==> config.mk <==
export PLATFORM = sky130hd
export DESIGN_NAME = tsf_status
export DESIGN_NICKNAME = d
export VERILOG_FILES = /design/src/tsf_filter.v /design/src/tsf_status.v
export VERILOG_INCLUDE_DIRS = /design/src /design/src/src
export SDC_FILE = /design/constraint.sdc
export NUM_CORES = 1
export LEC_CHECK = 0
export BUFFER_PORTS_ARGS = -buffer_cell sky130_fd_sc_hd__clkbuf_2
export CAP_MARGIN = 20
export CORE_UTILIZATION = 46
export CTS_CLUSTER_SIZE = 30
export DETAILED_ROUTE_END_ITERATION = 10
export PLACE_DENSITY = 0.72
export SLEW_MARGIN = 15
export SYNTH_ARGS = -nofsm -noshare
export SYNTH_HDL_FRONTEND = slang
export SYNTH_SLANG_ARGS = --single-unit
==> constraint.sdc <==
create_clock -name ref_clk -period 3.74 [get_ports ref_clk]
set_input_delay 0.748 -clock ref_clk [delete_from_list [all_inputs] [get_ports ref_clk]]
set_output_delay 0.748 -clock ref_clk [all_outputs]
set_load 0.005 [all_outputs]
==> src/tsf_map.vh <==
// constants for the transceiver status flag block
`ifndef TSF_MAP_VH
`define TSF_MAP_VH

// status word layout
`define TSF_WORD_W        13
`define TSF_IDX_W         4
`define TSF_WORD_RESET    13'h0000
`define TSF_S0_LOCAL_WAKE 0
`define TSF_S1_REMOTE_WAKE 1
`define TSF_S2_NODE_CFG   2
`define TSF_S3_POWER_UP   3
`define TSF_S4_BUS_ERR    4
`define TSF_S5_TEMP_HIGH  5
`define TSF_S6_TEMP_MED   6
`define TSF_S7_EN_STUCK   7
`define TSF_S8_UV_BAT     8
`define TSF_S9_UV_CORE    9
`define TSF_S10_UV_IO     10
`define TSF_LAST_IDX      4'hC

// sticky bits S3..S12 and readout-clearable bits S4..S12
`define TSF_STICKY_MASK   13'h1FF8
`define TSF_CLEARABLE_MASK 13'h1FF0

// clock period and filter times in ns
`define TSF_CLK_NS        5
`define TSF_T_DET_UV_CORE_NS 10000
`define TSF_T_REC_UV_CORE_NS 100000
`define TSF_T_DET_UV_IO_NS   10000
`define TSF_T_DET_COL_NS     1000
`define TSF_T_DET_EN_NS      100000

// filter counter width
`define TSF_CNT_W         20

`endif

==> src/tsf_filter.v <==
// level filter with separate set and clear qualification times
`timescale 1ns/1ps

module tsf_filter #(
  parameter [19:0] SET_CYC = 20'h00001,
  parameter [19:0] CLR_CYC = 20'h00001
) (
  input  wire ref_clk,
  input  wire rst,
  input  wire raw_in,
  input  wire force_clr,
  output wire flag_out
);

  reg        flag_r;
  reg        armed_r;
  reg [19:0] cnt_r;
  reg [19:0] cnt_nxt;
  reg        flag_nxt;
  reg        armed_nxt;

  // ----------------------------------------------------------------
  // qualification counter
  // ----------------------------------------------------------------
  always @* begin
    cnt_nxt   = 20'h00000;
    flag_nxt  = flag_r;
    armed_nxt = armed_r | ~raw_in;
    if (force_clr) begin
      // a forced clear holds until the raw level has gone inactive once
      flag_nxt  = 1'b0;
      armed_nxt = 1'b0;
    end else if (raw_in != flag_r && (flag_r || armed_r)) begin
      if (cnt_r + 20'h00001 >= (flag_r ? CLR_CYC : SET_CYC)) begin
        flag_nxt = raw_in;
      end else begin
        cnt_nxt = cnt_r + 20'h00001;
      end
    end
  end

  always @(posedge ref_clk) begin
    if (rst) begin
      flag_r  <= 1'b0;
      armed_r <= 1'b1;
      cnt_r   <= 20'h00000;
    end else begin
      flag_r  <= flag_nxt;
      armed_r <= armed_nxt;
      cnt_r   <= cnt_nxt;
    end
  end

  assign flag_out = flag_r;

endmodule // tsf_filter

==> src/tsf_status.v <==
// diagnostic flags and serial status readout of the bus transceiver
// Operation
// - bus error sets when transmitting enabled and bus data differs from transmit data
// - in star configuration bus error also sets on bus versus branch data mismatch
// - no bus error while a valid communication element is sent
// - bus error clears on data match or when transmitter is disabled
// - bus error flag is informational only, no action taken
// - battery undervoltage follows comparator, cleared by wake flag
// - core undervoltage uses detect filter and recovery time, cleared by wake
// - io undervoltage uses detect filter, clears at once or by wake
// - summary error flag is OR of status bits S4 to S12
// - star collision when both branch lines low beyond detection time
// - host shifts status out on error output using enable as clock
// - readout allowed only under the two supply conditions
// - after enable idle time, clear S4 to S12 whose flags are reset
// - error output low for a set bit, high for a clear one
// - S0 carries live local wake source flag
// - S2 carries live node configuration flag
// - flags S3 to S10 latch into sticky status bits
// - S1 carries live remote wake source flag
`timescale 1ns/1ps
`include "tsf_map.vh"

module tsf_status #(
  parameter T_DET_UV_CORE_NS = `TSF_T_DET_UV_CORE_NS,
  parameter T_REC_UV_CORE_NS = `TSF_T_REC_UV_CORE_NS,
  parameter T_DET_UV_IO_NS   = `TSF_T_DET_UV_IO_NS,
  parameter T_DET_COL_NS     = `TSF_T_DET_COL_NS,
  parameter T_DET_EN_NS      = `TSF_T_DET_EN_NS
) (
  input  wire        ref_clk,
  input  wire        rst,
  // pins, asynchronous to ref_clk
  input  wire        transmit_enable_input_n,
  input  wire        bus_guardian_enable_input,
  input  wire        bus_plus_line,
  input  wire        bus_minus_line,
  input  wire        tx_data_input,
  input  wire        star_branch_line_zero,
  input  wire        star_branch_line_one,
  input  wire        mode_enable_input,
  input  wire        battery_below_thr,
  input  wire        core_below_thr,
  input  wire        io_below_thr,
  input  wire        io_range_high,
  input  wire        io_range_low,
  // device logic on ref_clk
  input  wire        valid_element_tx,
  input  wire        wake_flag,
  input  wire        local_wake_source_bit,
  input  wire        remote_wake_source_bit,
  input  wire        node_config_flag,
  input  wire        power_up_flag,
  input  wire        temp_high_flag,
  input  wire        temp_medium_flag,
  input  wire        enable_stuck_bit,
  // outputs
  output wire        error_status_output_n,
  output wire        summary_error_flag,
  output wire        bus_error_flag,
  output wire        battery_undervoltage_flag,
  output wire        core_supply_undervoltage_flag,
  output wire        io_supply_undervoltage_flag,
  output wire        branch_collision,
  output wire        readout_active,
  output wire [12:0] transceiver_status_word
);

  // ----------------------------------------------------------------
  // derived cycle counts (least times round up)
  // ----------------------------------------------------------------
  localparam integer DET_UV_CORE_CYC = (T_DET_UV_CORE_NS + `TSF_CLK_NS - 1) / `TSF_CLK_NS;
  localparam integer REC_UV_CORE_CYC = (T_REC_UV_CORE_NS + `TSF_CLK_NS - 1) / `TSF_CLK_NS;
  localparam integer DET_UV_IO_CYC   = (T_DET_UV_IO_NS + `TSF_CLK_NS - 1) / `TSF_CLK_NS;
  localparam integer DET_COL_CYC     = (T_DET_COL_NS + `TSF_CLK_NS - 1) / `TSF_CLK_NS;
  localparam integer DET_EN_CYC      = (T_DET_EN_NS + `TSF_CLK_NS - 1) / `TSF_CLK_NS;

  // readout states, one-hot
  localparam [1:0] ST_IDLE = 2'b01;
  localparam [1:0] ST_READ = 2'b10;

  // ----------------------------------------------------------------
  // pin synchronisers
  // ----------------------------------------------------------------
  localparam PIN_W = 13;
  reg  [PIN_W-1:0] pin_meta_r;
  reg  [PIN_W-1:0] pin_sync_r;
  wire [PIN_W-1:0] pin_raw;

  assign pin_raw = {io_range_low, io_range_high, io_below_thr, core_below_thr,
                    battery_below_thr, mode_enable_input, star_branch_line_one,
                    star_branch_line_zero, tx_data_input, bus_minus_line,
                    bus_plus_line, bus_guardian_enable_input,
                    transmit_enable_input_n};

  always @(posedge ref_clk) begin
    if (rst) begin
      pin_meta_r <= 13'h0001;
      pin_sync_r <= 13'h0001;
    end else begin
      pin_meta_r <= pin_raw;
      pin_sync_r <= pin_meta_r;
    end
  end

  wire transmit_enable_input_n_s  = pin_sync_r[0];
  wire bge_s     = pin_sync_r[1];
  wire bp_s      = pin_sync_r[2];
  wire bm_s      = pin_sync_r[3];
  wire txd_s     = pin_sync_r[4];
  wire br0_s     = pin_sync_r[5];
  wire br1_s     = pin_sync_r[6];
  wire en_s      = pin_sync_r[7];
  wire bat_low_s = pin_sync_r[8];
  wire cor_low_s = pin_sync_r[9];
  wire io_low_s  = pin_sync_r[10];
  wire io_hi_s   = pin_sync_r[11];
  wire io_lo_s   = pin_sync_r[12];

  // ----------------------------------------------------------------
  // bus error flag
  // ----------------------------------------------------------------
  wire bus_data    = bp_s & ~bm_s;
  wire branch_data = br0_s & br1_s;
  wire tx_active   = ~transmit_enable_input_n_s & bge_s;
  reg  bus_err_r;
  reg  bus_err_nxt;

  always @* begin
    bus_err_nxt = bus_err_r;
    if (!tx_active || bus_data == txd_s) begin
      bus_err_nxt = 1'b0;
    end
    if (tx_active && bus_data != txd_s && !valid_element_tx) begin
      bus_err_nxt = 1'b1;
    end
    if (!node_config_flag && bus_data != branch_data && !valid_element_tx) begin
      bus_err_nxt = 1'b1;
    end
  end

  always @(posedge ref_clk) begin
    if (rst) begin
      bus_err_r <= 1'b0;
    end else begin
      bus_err_r <= bus_err_nxt;
    end
  end

  assign bus_error_flag = bus_err_r;

  // ----------------------------------------------------------------
  // supply undervoltage flags and collision
  // ----------------------------------------------------------------
  reg  wake_d_r;
  wire wake_rise = wake_flag & ~wake_d_r;

  tsf_filter #(
    .SET_CYC (20'h00001),
    .CLR_CYC (20'h00001)
  ) u_uv_bat (
    .ref_clk   (ref_clk),
    .rst       (rst),
    .raw_in    (bat_low_s),
    .force_clr (wake_rise),
    .flag_out  (battery_undervoltage_flag)
  );

  tsf_filter #(
    .SET_CYC (DET_UV_CORE_CYC[19:0]),
    .CLR_CYC (REC_UV_CORE_CYC[19:0])
  ) u_uv_core (
    .ref_clk   (ref_clk),
    .rst       (rst),
    .raw_in    (cor_low_s),
    .force_clr (wake_rise),
    .flag_out  (core_supply_undervoltage_flag)
  );

  tsf_filter #(
    .SET_CYC (DET_UV_IO_CYC[19:0]),
    .CLR_CYC (20'h00001)
  ) u_uv_io (
    .ref_clk   (ref_clk),
    .rst       (rst),
    .raw_in    (io_low_s),
    .force_clr (wake_rise),
    .flag_out  (io_supply_undervoltage_flag)
  );

  tsf_filter #(
    .SET_CYC (DET_COL_CYC[19:0]),
    .CLR_CYC (20'h00001)
  ) u_col (
    .ref_clk   (ref_clk),
    .rst       (rst),
    .raw_in    (~node_config_flag & ~br0_s & ~br1_s),
    .force_clr (1'b0),
    .flag_out  (branch_collision)
  );

  // ----------------------------------------------------------------
  // status word
  // ----------------------------------------------------------------
  reg  [12:0] sticky_r;
  reg  [12:0] sticky_nxt;
  wire [12:0] flag_vec;
  wire [12:0] status_word;
  wire        idle_expire;

  assign flag_vec = {2'b00,
                     io_supply_undervoltage_flag,
                     core_supply_undervoltage_flag,
                     battery_undervoltage_flag,
                     enable_stuck_bit,
                     temp_medium_flag,
                     temp_high_flag,
                     bus_err_r,
                     power_up_flag,
                     3'b000} & `TSF_STICKY_MASK;

  always @* begin
    sticky_nxt = sticky_r;
    if (idle_expire) begin
      sticky_nxt = sticky_r & ~(`TSF_CLEARABLE_MASK & ~flag_vec);
    end
    sticky_nxt = sticky_nxt | flag_vec;
  end

  always @(posedge ref_clk) begin
    if (rst) begin
      sticky_r <= `TSF_WORD_RESET;
    end else begin
      sticky_r <= sticky_nxt;
    end
  end

  assign status_word = {sticky_r[12:3], node_config_flag,
                        remote_wake_source_bit, local_wake_source_bit};
  assign transceiver_status_word = status_word;

  assign summary_error_flag = |(status_word & `TSF_CLEARABLE_MASK);

  // ----------------------------------------------------------------
  // serial readout
  // ----------------------------------------------------------------
  reg  [1:0]  state_r;
  reg  [1:0]  state_nxt;
  reg  [3:0]  idx_r;
  reg  [3:0]  idx_nxt;
  reg  [19:0] idle_cnt_r;
  reg  [19:0] idle_cnt_nxt;
  reg         en_d_r;
  reg         error_status_output_r;
  wire        en_edge = en_s & ~en_d_r;
  wire        access_ok = (~io_supply_undervoltage_flag & io_hi_s) |
                          (~core_supply_undervoltage_flag & io_lo_s);

  assign idle_expire = (state_r == ST_READ) && !en_edge &&
                       (idle_cnt_r + 20'h00001 >= DET_EN_CYC[19:0]);

  always @* begin
    state_nxt    = state_r;
    idx_nxt      = idx_r;
    idle_cnt_nxt = 20'h00000;
    case (state_r)
      ST_IDLE: begin
        if (en_edge && access_ok) begin
          state_nxt = ST_READ;
          idx_nxt   = 4'h0;
        end
      end
      ST_READ: begin
        if (en_edge) begin
          idx_nxt = (idx_r == `TSF_LAST_IDX) ? 4'h0 : idx_r + 4'h1;
        end else if (idle_expire) begin
          state_nxt = ST_IDLE;
          idx_nxt   = 4'h0;
        end else begin
          idle_cnt_nxt = idle_cnt_r + 20'h00001;
        end
      end
      default: begin
        state_nxt = ST_IDLE;
        idx_nxt   = 4'h0;
      end
    endcase
  end

  always @(posedge ref_clk) begin
    if (rst) begin
      state_r    <= ST_IDLE;
      idx_r      <= 4'h0;
      idle_cnt_r <= 20'h00000;
      en_d_r     <= 1'b0;
      wake_d_r   <= 1'b0;
      error_status_output_r     <= 1'b1;
    end else begin
      state_r    <= state_nxt;
      idx_r      <= idx_nxt;
      idle_cnt_r <= idle_cnt_nxt;
      en_d_r     <= en_s;
      wake_d_r   <= wake_flag;
      if (state_nxt == ST_READ) begin
        error_status_output_r <= ~status_word[idx_nxt];
      end else begin
        error_status_output_r <= ~summary_error_flag;
      end
    end
  end

  assign error_status_output_n = error_status_output_r;
  assign readout_active        = (state_r == ST_READ);

endmodule // tsf_status

==> impl_metrics.yaml, run 1 <==
run_status:
  outcome: "complete, no violations"
cts:
  buffer_count_from_post_cts_setup_fixing: 0
  clock_path_buffers: 2
  clock_latency_ns: 0.42
  cts_hold_buf: 0
  cell_chosen_for_the_clock_root: "clkbuf_16"
  post_cts.resized_instances: 0
  clk_pin_slew_worst_paths_ns: 0.06
  clock_tree_from_tritoncts: "built"
  ctsHtreeMaxLevel: 4
  clock-sinks: 152
  clock_buffer_count_from_cts: 17
drt:
  route.detailed.wl_per_inst_um: 11.8
  route.layer.met1.wl_mm: 6.03
  drt_pre_antenna_iters: 4
  route.top_layer_used: "met4"
  antenna_violating_nets_left: 0
  wl_met2_mm: 5.06
  routed-via-count: 4837
  met3_wirelength_um: 406
  wirelength_mm: 11.7
  routed_via_density: 4.91
  drc: 0
  drt_iter0_markers: 243
floorplan:
  die_h_um: 121
  design.portCount: 45
  initial_utilization: 0.471
  core_area_um2: 13900
  die-area_um2: 14700
  die_x_um: 121
  number_of_placement_rows: 43
critical_path:
  crit_path_start_kind: "register"
  worst_setup_path_end_kind: "register"
  path_class: "register to register"
  crit_arrival_ns: 3.69
  max_stage_delay_cell_worst_path: "mux4_1"
  critical_path.max_fanout: 8
  worst_path_required_time_ns: 4.11
  worstPathCellList: "ha_1 -> nand4_1 -> nor4_4 -> and4_1 -> o21ai_1 -> and2_1 -> o31ai_4 -> mux4_1 -> a32oi_1 -> a31o_1"
  cp_slowest_stage_delay_ns: 0.62
sta:
  setup-tns-final_ns: 0
  fmax_ghz: 0.301
  timing_worst_slew_pin_value_ns: 0.635
  timing.final.hold_violations: 0
  rsz_0062_raised_after_global_routing: "false"
  finalCritPeriodShare: 0.887
  slew-limit-headroom: 0.574
  finClkSkew_ns: 0.00826
  timing_max_transition_violations_final: 0
  timing.final.ws_setup_ns: 0.422
  setup_viol_count_final: 0
  timing.final.crit_period_ns: 3.32
global_route:
  groute.usage.overall: 0.174
  first_global_vias: 4530
  grt_max_degree: 28
  grt_pass1_wl_mm: 20.1
  globalRoute.totalOverflow: 0
  grt_antenna_before_repair: 0
run:
  timing.max_cap.violations: 0
yosys:
  synth_cell_type_count: 69
  postSynth.topFlopCell: "dfxtp_1"
  sequential_share_of_the_synthesized_area: 0.466
  synthTopCellsByArea: "dfxtp_1 47%, ha_1 5.7%, nor2b_1 4.5%"
  synth_enable_flop_cells: 0
  yosys_warnings: 0
  yosys_register_bits: 152
  postSynthCellCount: 699
  async_set_or_reset_flop_fraction_in_the_synthesized_netlist: 0
  mappedNetlistArea_um2: 6540
  share_of_yosys_cell_area_claimed_by_the_top_area_cell_type: 0.466
  post_synth.cell_area_avg_um2: 9.35
  synth_top_cell_by_area: "dfxtp_1"
final_layout:
  areaGrowthSynthToFinish_pct: 17.5
  layout_commonest_cell: "dfxtp_1"
  design.final.nets: 846
  diodes: 0
  design_area_um2: 7680
  most-common-layout-cells: "152 x dfxtp_1, 70 x nor2_1, 51 x conb_1"
  post_route_cells_drive_above_1_share: 0.118
  finalNonFillerCells: 985
placement:
  globalplace.congestion: 0.825
  numPlacedInstances: 953
  postPlaceCellArea_um2: 7070
  dp_hpwl_mm: 8.29
  pre_cts_slack_ns: 0.471
  io_buffers: 42
hold_path:
  worst_hold_path_type: "register to register"
pwr:
  power_mw: 3.59
  pwr_density_cell_nw_per_um2: 467
  cellLeakagePower_nw: 3.12
  vdd_drop_max_uv: 328
-- routing by layer --
| layer | vias to the layer above | global-route usage |
|---|---|---|
| met5 | - | 0 |
| met4 | 0 | 0.0810 |
| met3 | 11 | 0.0414 |
| met2 | 78 | 0.273 |
| met1 | 2162 | 0.224 |
| li1 | 2586 | - |
-- worst max-delay path, delay by kind of cell (launching register included) --
kind	cells	cell delay, ns
and+or+nand+nor	4	1.04
DFF	1	0.41
adders and majority gates	1	0.31
muxes	1	0.62
AOI/OAI and AO/OA	4	0.88
-- final cells by class --
cell class                 instances  area (µm²)
sequential                       152        3040
multi-input combinational        551        3470
timing repair buffer              46         240
fill                            1265        6200
tap                              180         225
inverter                          24        90.1
clock inverter                    12         149
clock buffer                      20         457
-- kinds of logic after synthesis --
group	count (synthesis)	synth area share
AO/OA/AOI/OAI	108	0.111
XOR/XNOR	49	0.0657
adder cells (fa/ha/maj)	30	0.0574
buffers and inverters	46	0.0318
flip-flops	152	0.466
multiplexers	6	0.0119
other	1	0.000574
AND/OR/NAND/NOR	307	0.256
-- synthesized netlist by cell type, types with 5 or more instances --
cell,instances
dfxtp_1,152
nor2_1,70
nor2b_1,47
nand3_1,41
nand2_1,39
a21oi_1,32
ha_1,30
xnor2_1,29
inv_1,24
and3_1,21
xor2_1,20
o21ai_0,16
a31oi_1,15
nor3_1,14
clkbuf_1,12
nand2b_1,12
or3_1,11
nor4_1,10
nand4_1,8
buf_4,7
and4_1,6
a21o_1,5
o31ai_1,5
-- power breakdown --
| group | internal, mW | switching [mW] | total (mW) |
|---|---|---|---|
| clock | 1.08 | 0.654 | 1.74 |
| sequential | 1.67 | 0.0359 | 1.71 |
| combinational | 0.0662 | 0.0759 | 0.142 |
| total | 2.82 | 0.766 | 3.59 |
-- worst paths after layout --
kind | start | end | slack (ns) | cells after the start
max | idle_cnt_r[0] | error_status_output_n | 0.42 | 10
min | pin_meta_r[0] | pin_sync_r[0] | 0.41 | 1
max reg2reg | idle_cnt_r[0] | error_status_output_n | 0.42 | 10
min reg2reg | pin_meta_r[0] | pin_sync_r[0] | 0.41 | 1
-- stage by stage --
step                utilization  hold slack (ns)
global route              0.553            0.437
finish                    0.553            0.407
global placement          0.509            0.391
CTS                       0.553            0.408
detailed placement        0.509            0.394
floorplan                     -            0.389
-- sequential cells by signal, summed over array words and instances (netlist names), 2 cells and up --
| signal | cells |
|---|---|
| pin_sync_r | 13 |
| idle_cnt_r | 20 |
| idx_r | 4 |
| u_col.cnt_r | 20 |
| pin_meta_r | 13 |
| u_uv_bat.cnt_r | 20 |
| u_uv_core.cnt_r | 20 |
| state_r | 2 |
| sticky_r | 8 |
| u_uv_io.cnt_r | 20 |
Note: power is estimated with default switching activity, not from simulation.
==> inputs of run 2 (changes only) <==
- ABC_AREA: default -> 1
==> impl_metrics.yaml, run 2 <==
run_status:
  outcome: "complete, no violations"
floorplan:
  core_area_um2: 15200
  initial_utilization: 0.471
  design.portCount: 45
  die_x_um: 127
  die_h_um: 127
  number_of_placement_rows: 45
  die-area_um2: 16100
global_route:
  met2_usage: 0.291
  groute.layer.met3.usage: 0.0422
  globalRoute.totalOverflow: 0
  grt_pass1_wl_mm: 22.5
  grtUsageMet1: 0.211
  first_global_vias: 5268
  grt_antenna_before_repair: 0
  grt_peak_use_layer: "met2"
  grt_max_degree: 44
  groute.usage.overall: 0.174
run:
  timing.max_cap.violations: 0
sta:
  timing_worst_slew_pin_value_ns: 0.682
  timing.final.crit_period_ns: 3.21
  finClkSkew_ns: 0.00805
  timing.final.ws_setup_ns: 0.532
  rsz_0062_raised_after_global_routing: "false"
  finalCritPeriodShare: 0.858
  setup-tns-final_ns: 0
  worst_hold_slack_ns: 0.401
  fmax_ghz: 0.312
  timing.final.hold_violations: 0
  slew-limit-headroom: 0.544
  setup_viol_count_final: 0
  timing_max_transition_violations_final: 0
drt:
  routed_via_density: 4.57
  drc: 0
  drt_pre_antenna_iters: 5
  drt_iter0_markers: 208
  wirelength_mm: 12.9
  route.detailed.wl_per_inst_um: 10.5
  antenna_violating_nets_left: 0
  routed-via-count: 5643
pwr:
  pwr_density_cell_nw_per_um2: 424
  clock_power_share: 0.467
  vdd_drop_max_uv: 344
  cellLeakagePower_nw: 3.74
  switching_share: 0.241
  cell_internal_pwr_mw: 2.67
  share_comb_of_total_power: 0.046
  power_mw: 3.51
  p_seq_frac: 0.487
  p_switching_mw: 0.848
yosys:
  yosys_warnings: 0
  sequential_share_of_the_synthesized_area: 0.425
  synth_enable_flop_cells: 0
  synth.cells.most_frequent: "180 x nand2_1, 152 x dfxtp_1, 147 x nor2_1"
  synth_cell_type_count: 45
  synthTopCellsByArea: "dfxtp_1 42%, nand2_1 9.4%, nor2_1 7.7%"
  share_of_yosys_cell_area_claimed_by_the_top_area_cell_type: 0.425
  yosys_register_bits: 152
  synth_top_cell_by_area: "dfxtp_1"
  postSynth.topFlopCell: "dfxtp_1"
  async_set_or_reset_flop_fraction_in_the_synthesized_netlist: 0
  mappedNetlistArea_um2: 7170
  post_synth.cell_area_avg_um2: 7.65
  postSynthCellCount: 937
  synthMostInstantiatedCell: "nand2_1"
critical_path:
  crit_path_start_kind: "register"
  worst_path_required_time_ns: 4.05
  worst_setup_path_end_kind: "register"
  path_class: "register to register"
  critical_path.max_fanout: 12
  crit_arrival_ns: 3.52
cts:
  clock_tree_from_tritoncts: "built"
  clock_path_buffers: 2
  clock-sinks: 152
  post_cts.resized_instances: 0
  cell_chosen_for_the_clock_root: "clkbuf_16"
  cts_hold_buf: 0
  clk_pin_slew_worst_paths_ns: 0.06
  clock_buffer_count_from_cts: 17
  buffer_count_from_post_cts_setup_fixing: 0
  ctsHtreeMaxLevel: 4
  clock_latency_ns: 0.43
placement:
  dp_hpwl_mm: 9.54
  postPlaceCellArea_um2: 7710
  pre_cts_slack_ns: 0.596
  globalplace.congestion: 0.784
  io_buffers: 42
  numPlacedInstances: 1204
final_layout:
  most-common-layout-cells: "180 x nand2_1, 152 x dfxtp_1, 147 x nor2_1"
  diodes: 0
  areaGrowthSynthToFinish_pct: 15.5
  post_route_cells_drive_above_1_share: 0.110
  design.final.nets: 1089
  finalNonFillerCells: 1236
  final_core_utilization: 0.545
  layout_commonest_cell: "nand2_1"
  design_area_um2: 8280
hold_path:
  worst_hold_path_type: "register to register"
## run 2: changes by cell type after synthesis, sizes merged, moves of 17 or more
cell	before	now
and3	21	4
nor2	70	167
xor2	20	49
nand2	39	185
inv	24	133
nor2b	47	0
## run 2: worst max-delay path, cell delays in order, from the launching register on
cell     delay [ns]
dfxtp_1        0.47
ha_1           0.29
nand3_1        0.15
nor2_1         0.22
nand2_1        0.16
nor3_1         0.24
or2_2          0.17
nand2_1        0.05
inv_1          0.05
nand2_1        0.06
nand2_1        0.05
nand2_1        0.25
nand2_1        0.13
nand2_1        0.05
nand2_1        0.07
nand2_2        0.10
nand2_2        0.15
nand2_1        0.08
nand3_1        0.07
nand3_1        0.07
nand2_1        0.06
nand2_1        0.05
nand2_1        0.05
nand2_1        0.05
## run 2: cells by family (layout without fill, tap and decap cells)
| logic type | Yosys count | count (layout) | share of synthesized area |
|---|---|---|---|
| fa+ha+maj | 30 | 30 | 0.0524 |
| xor+xnor | 65 | 65 | 0.0794 |
| compound gates | 61 | 61 | 0.0477 |
| flops | 152 | 152 | 0.425 |
| simple gates | 478 | 478 | 0.310 |
| other cells | 1 | 51 | 0.000523 |
| buf+inv | 150 | 211 | 0.0852 |
## run 2: layout make-up
class,count,area (µm²)
clock buffer,17,425
clock inverter,15,143
fill,1419,6920
inverter,135,507
multi-input combinational,685,3700
sequential,152,3040
tap,188,235
timing repair buffer,44,225
## run 2: layer usage
layer / part of all wire / wire, µm
met3: 0.041 / 536
met2: 0.47 / 6010
met4: 0.015 / 200
met1: 0.48 / 6170
met5: 0 / 0
## run 2: final timing paths
| path | from | endpoint | slack (ns) | cells past startpoint |
|---|---|---|---|---|
| worst max-delay path | idle_cnt_r[0] | error_status_output_n | 0.53 | 23 |
| worst min-delay path | pin_meta_r[2] | pin_sync_r[2] | 0.40 | 2 |
| worst max register to register | idle_cnt_r[0] | error_status_output_n | 0.53 | 23 |
| worst min register to register | pin_meta_r[2] | pin_sync_r[2] | 0.40 | 2 |
## run 2: power by group through the flow
stage                     sequential, mW  combinational (mW)  clock (mW)
after detailed placement            1.75               0.161           0
after global routing                1.72               0.190        1.74
after floorplan                     1.74               0.118           0
after CTS                           1.71               0.162        1.68
final                               1.71               0.162        1.64
after global placement              1.75               0.160           0
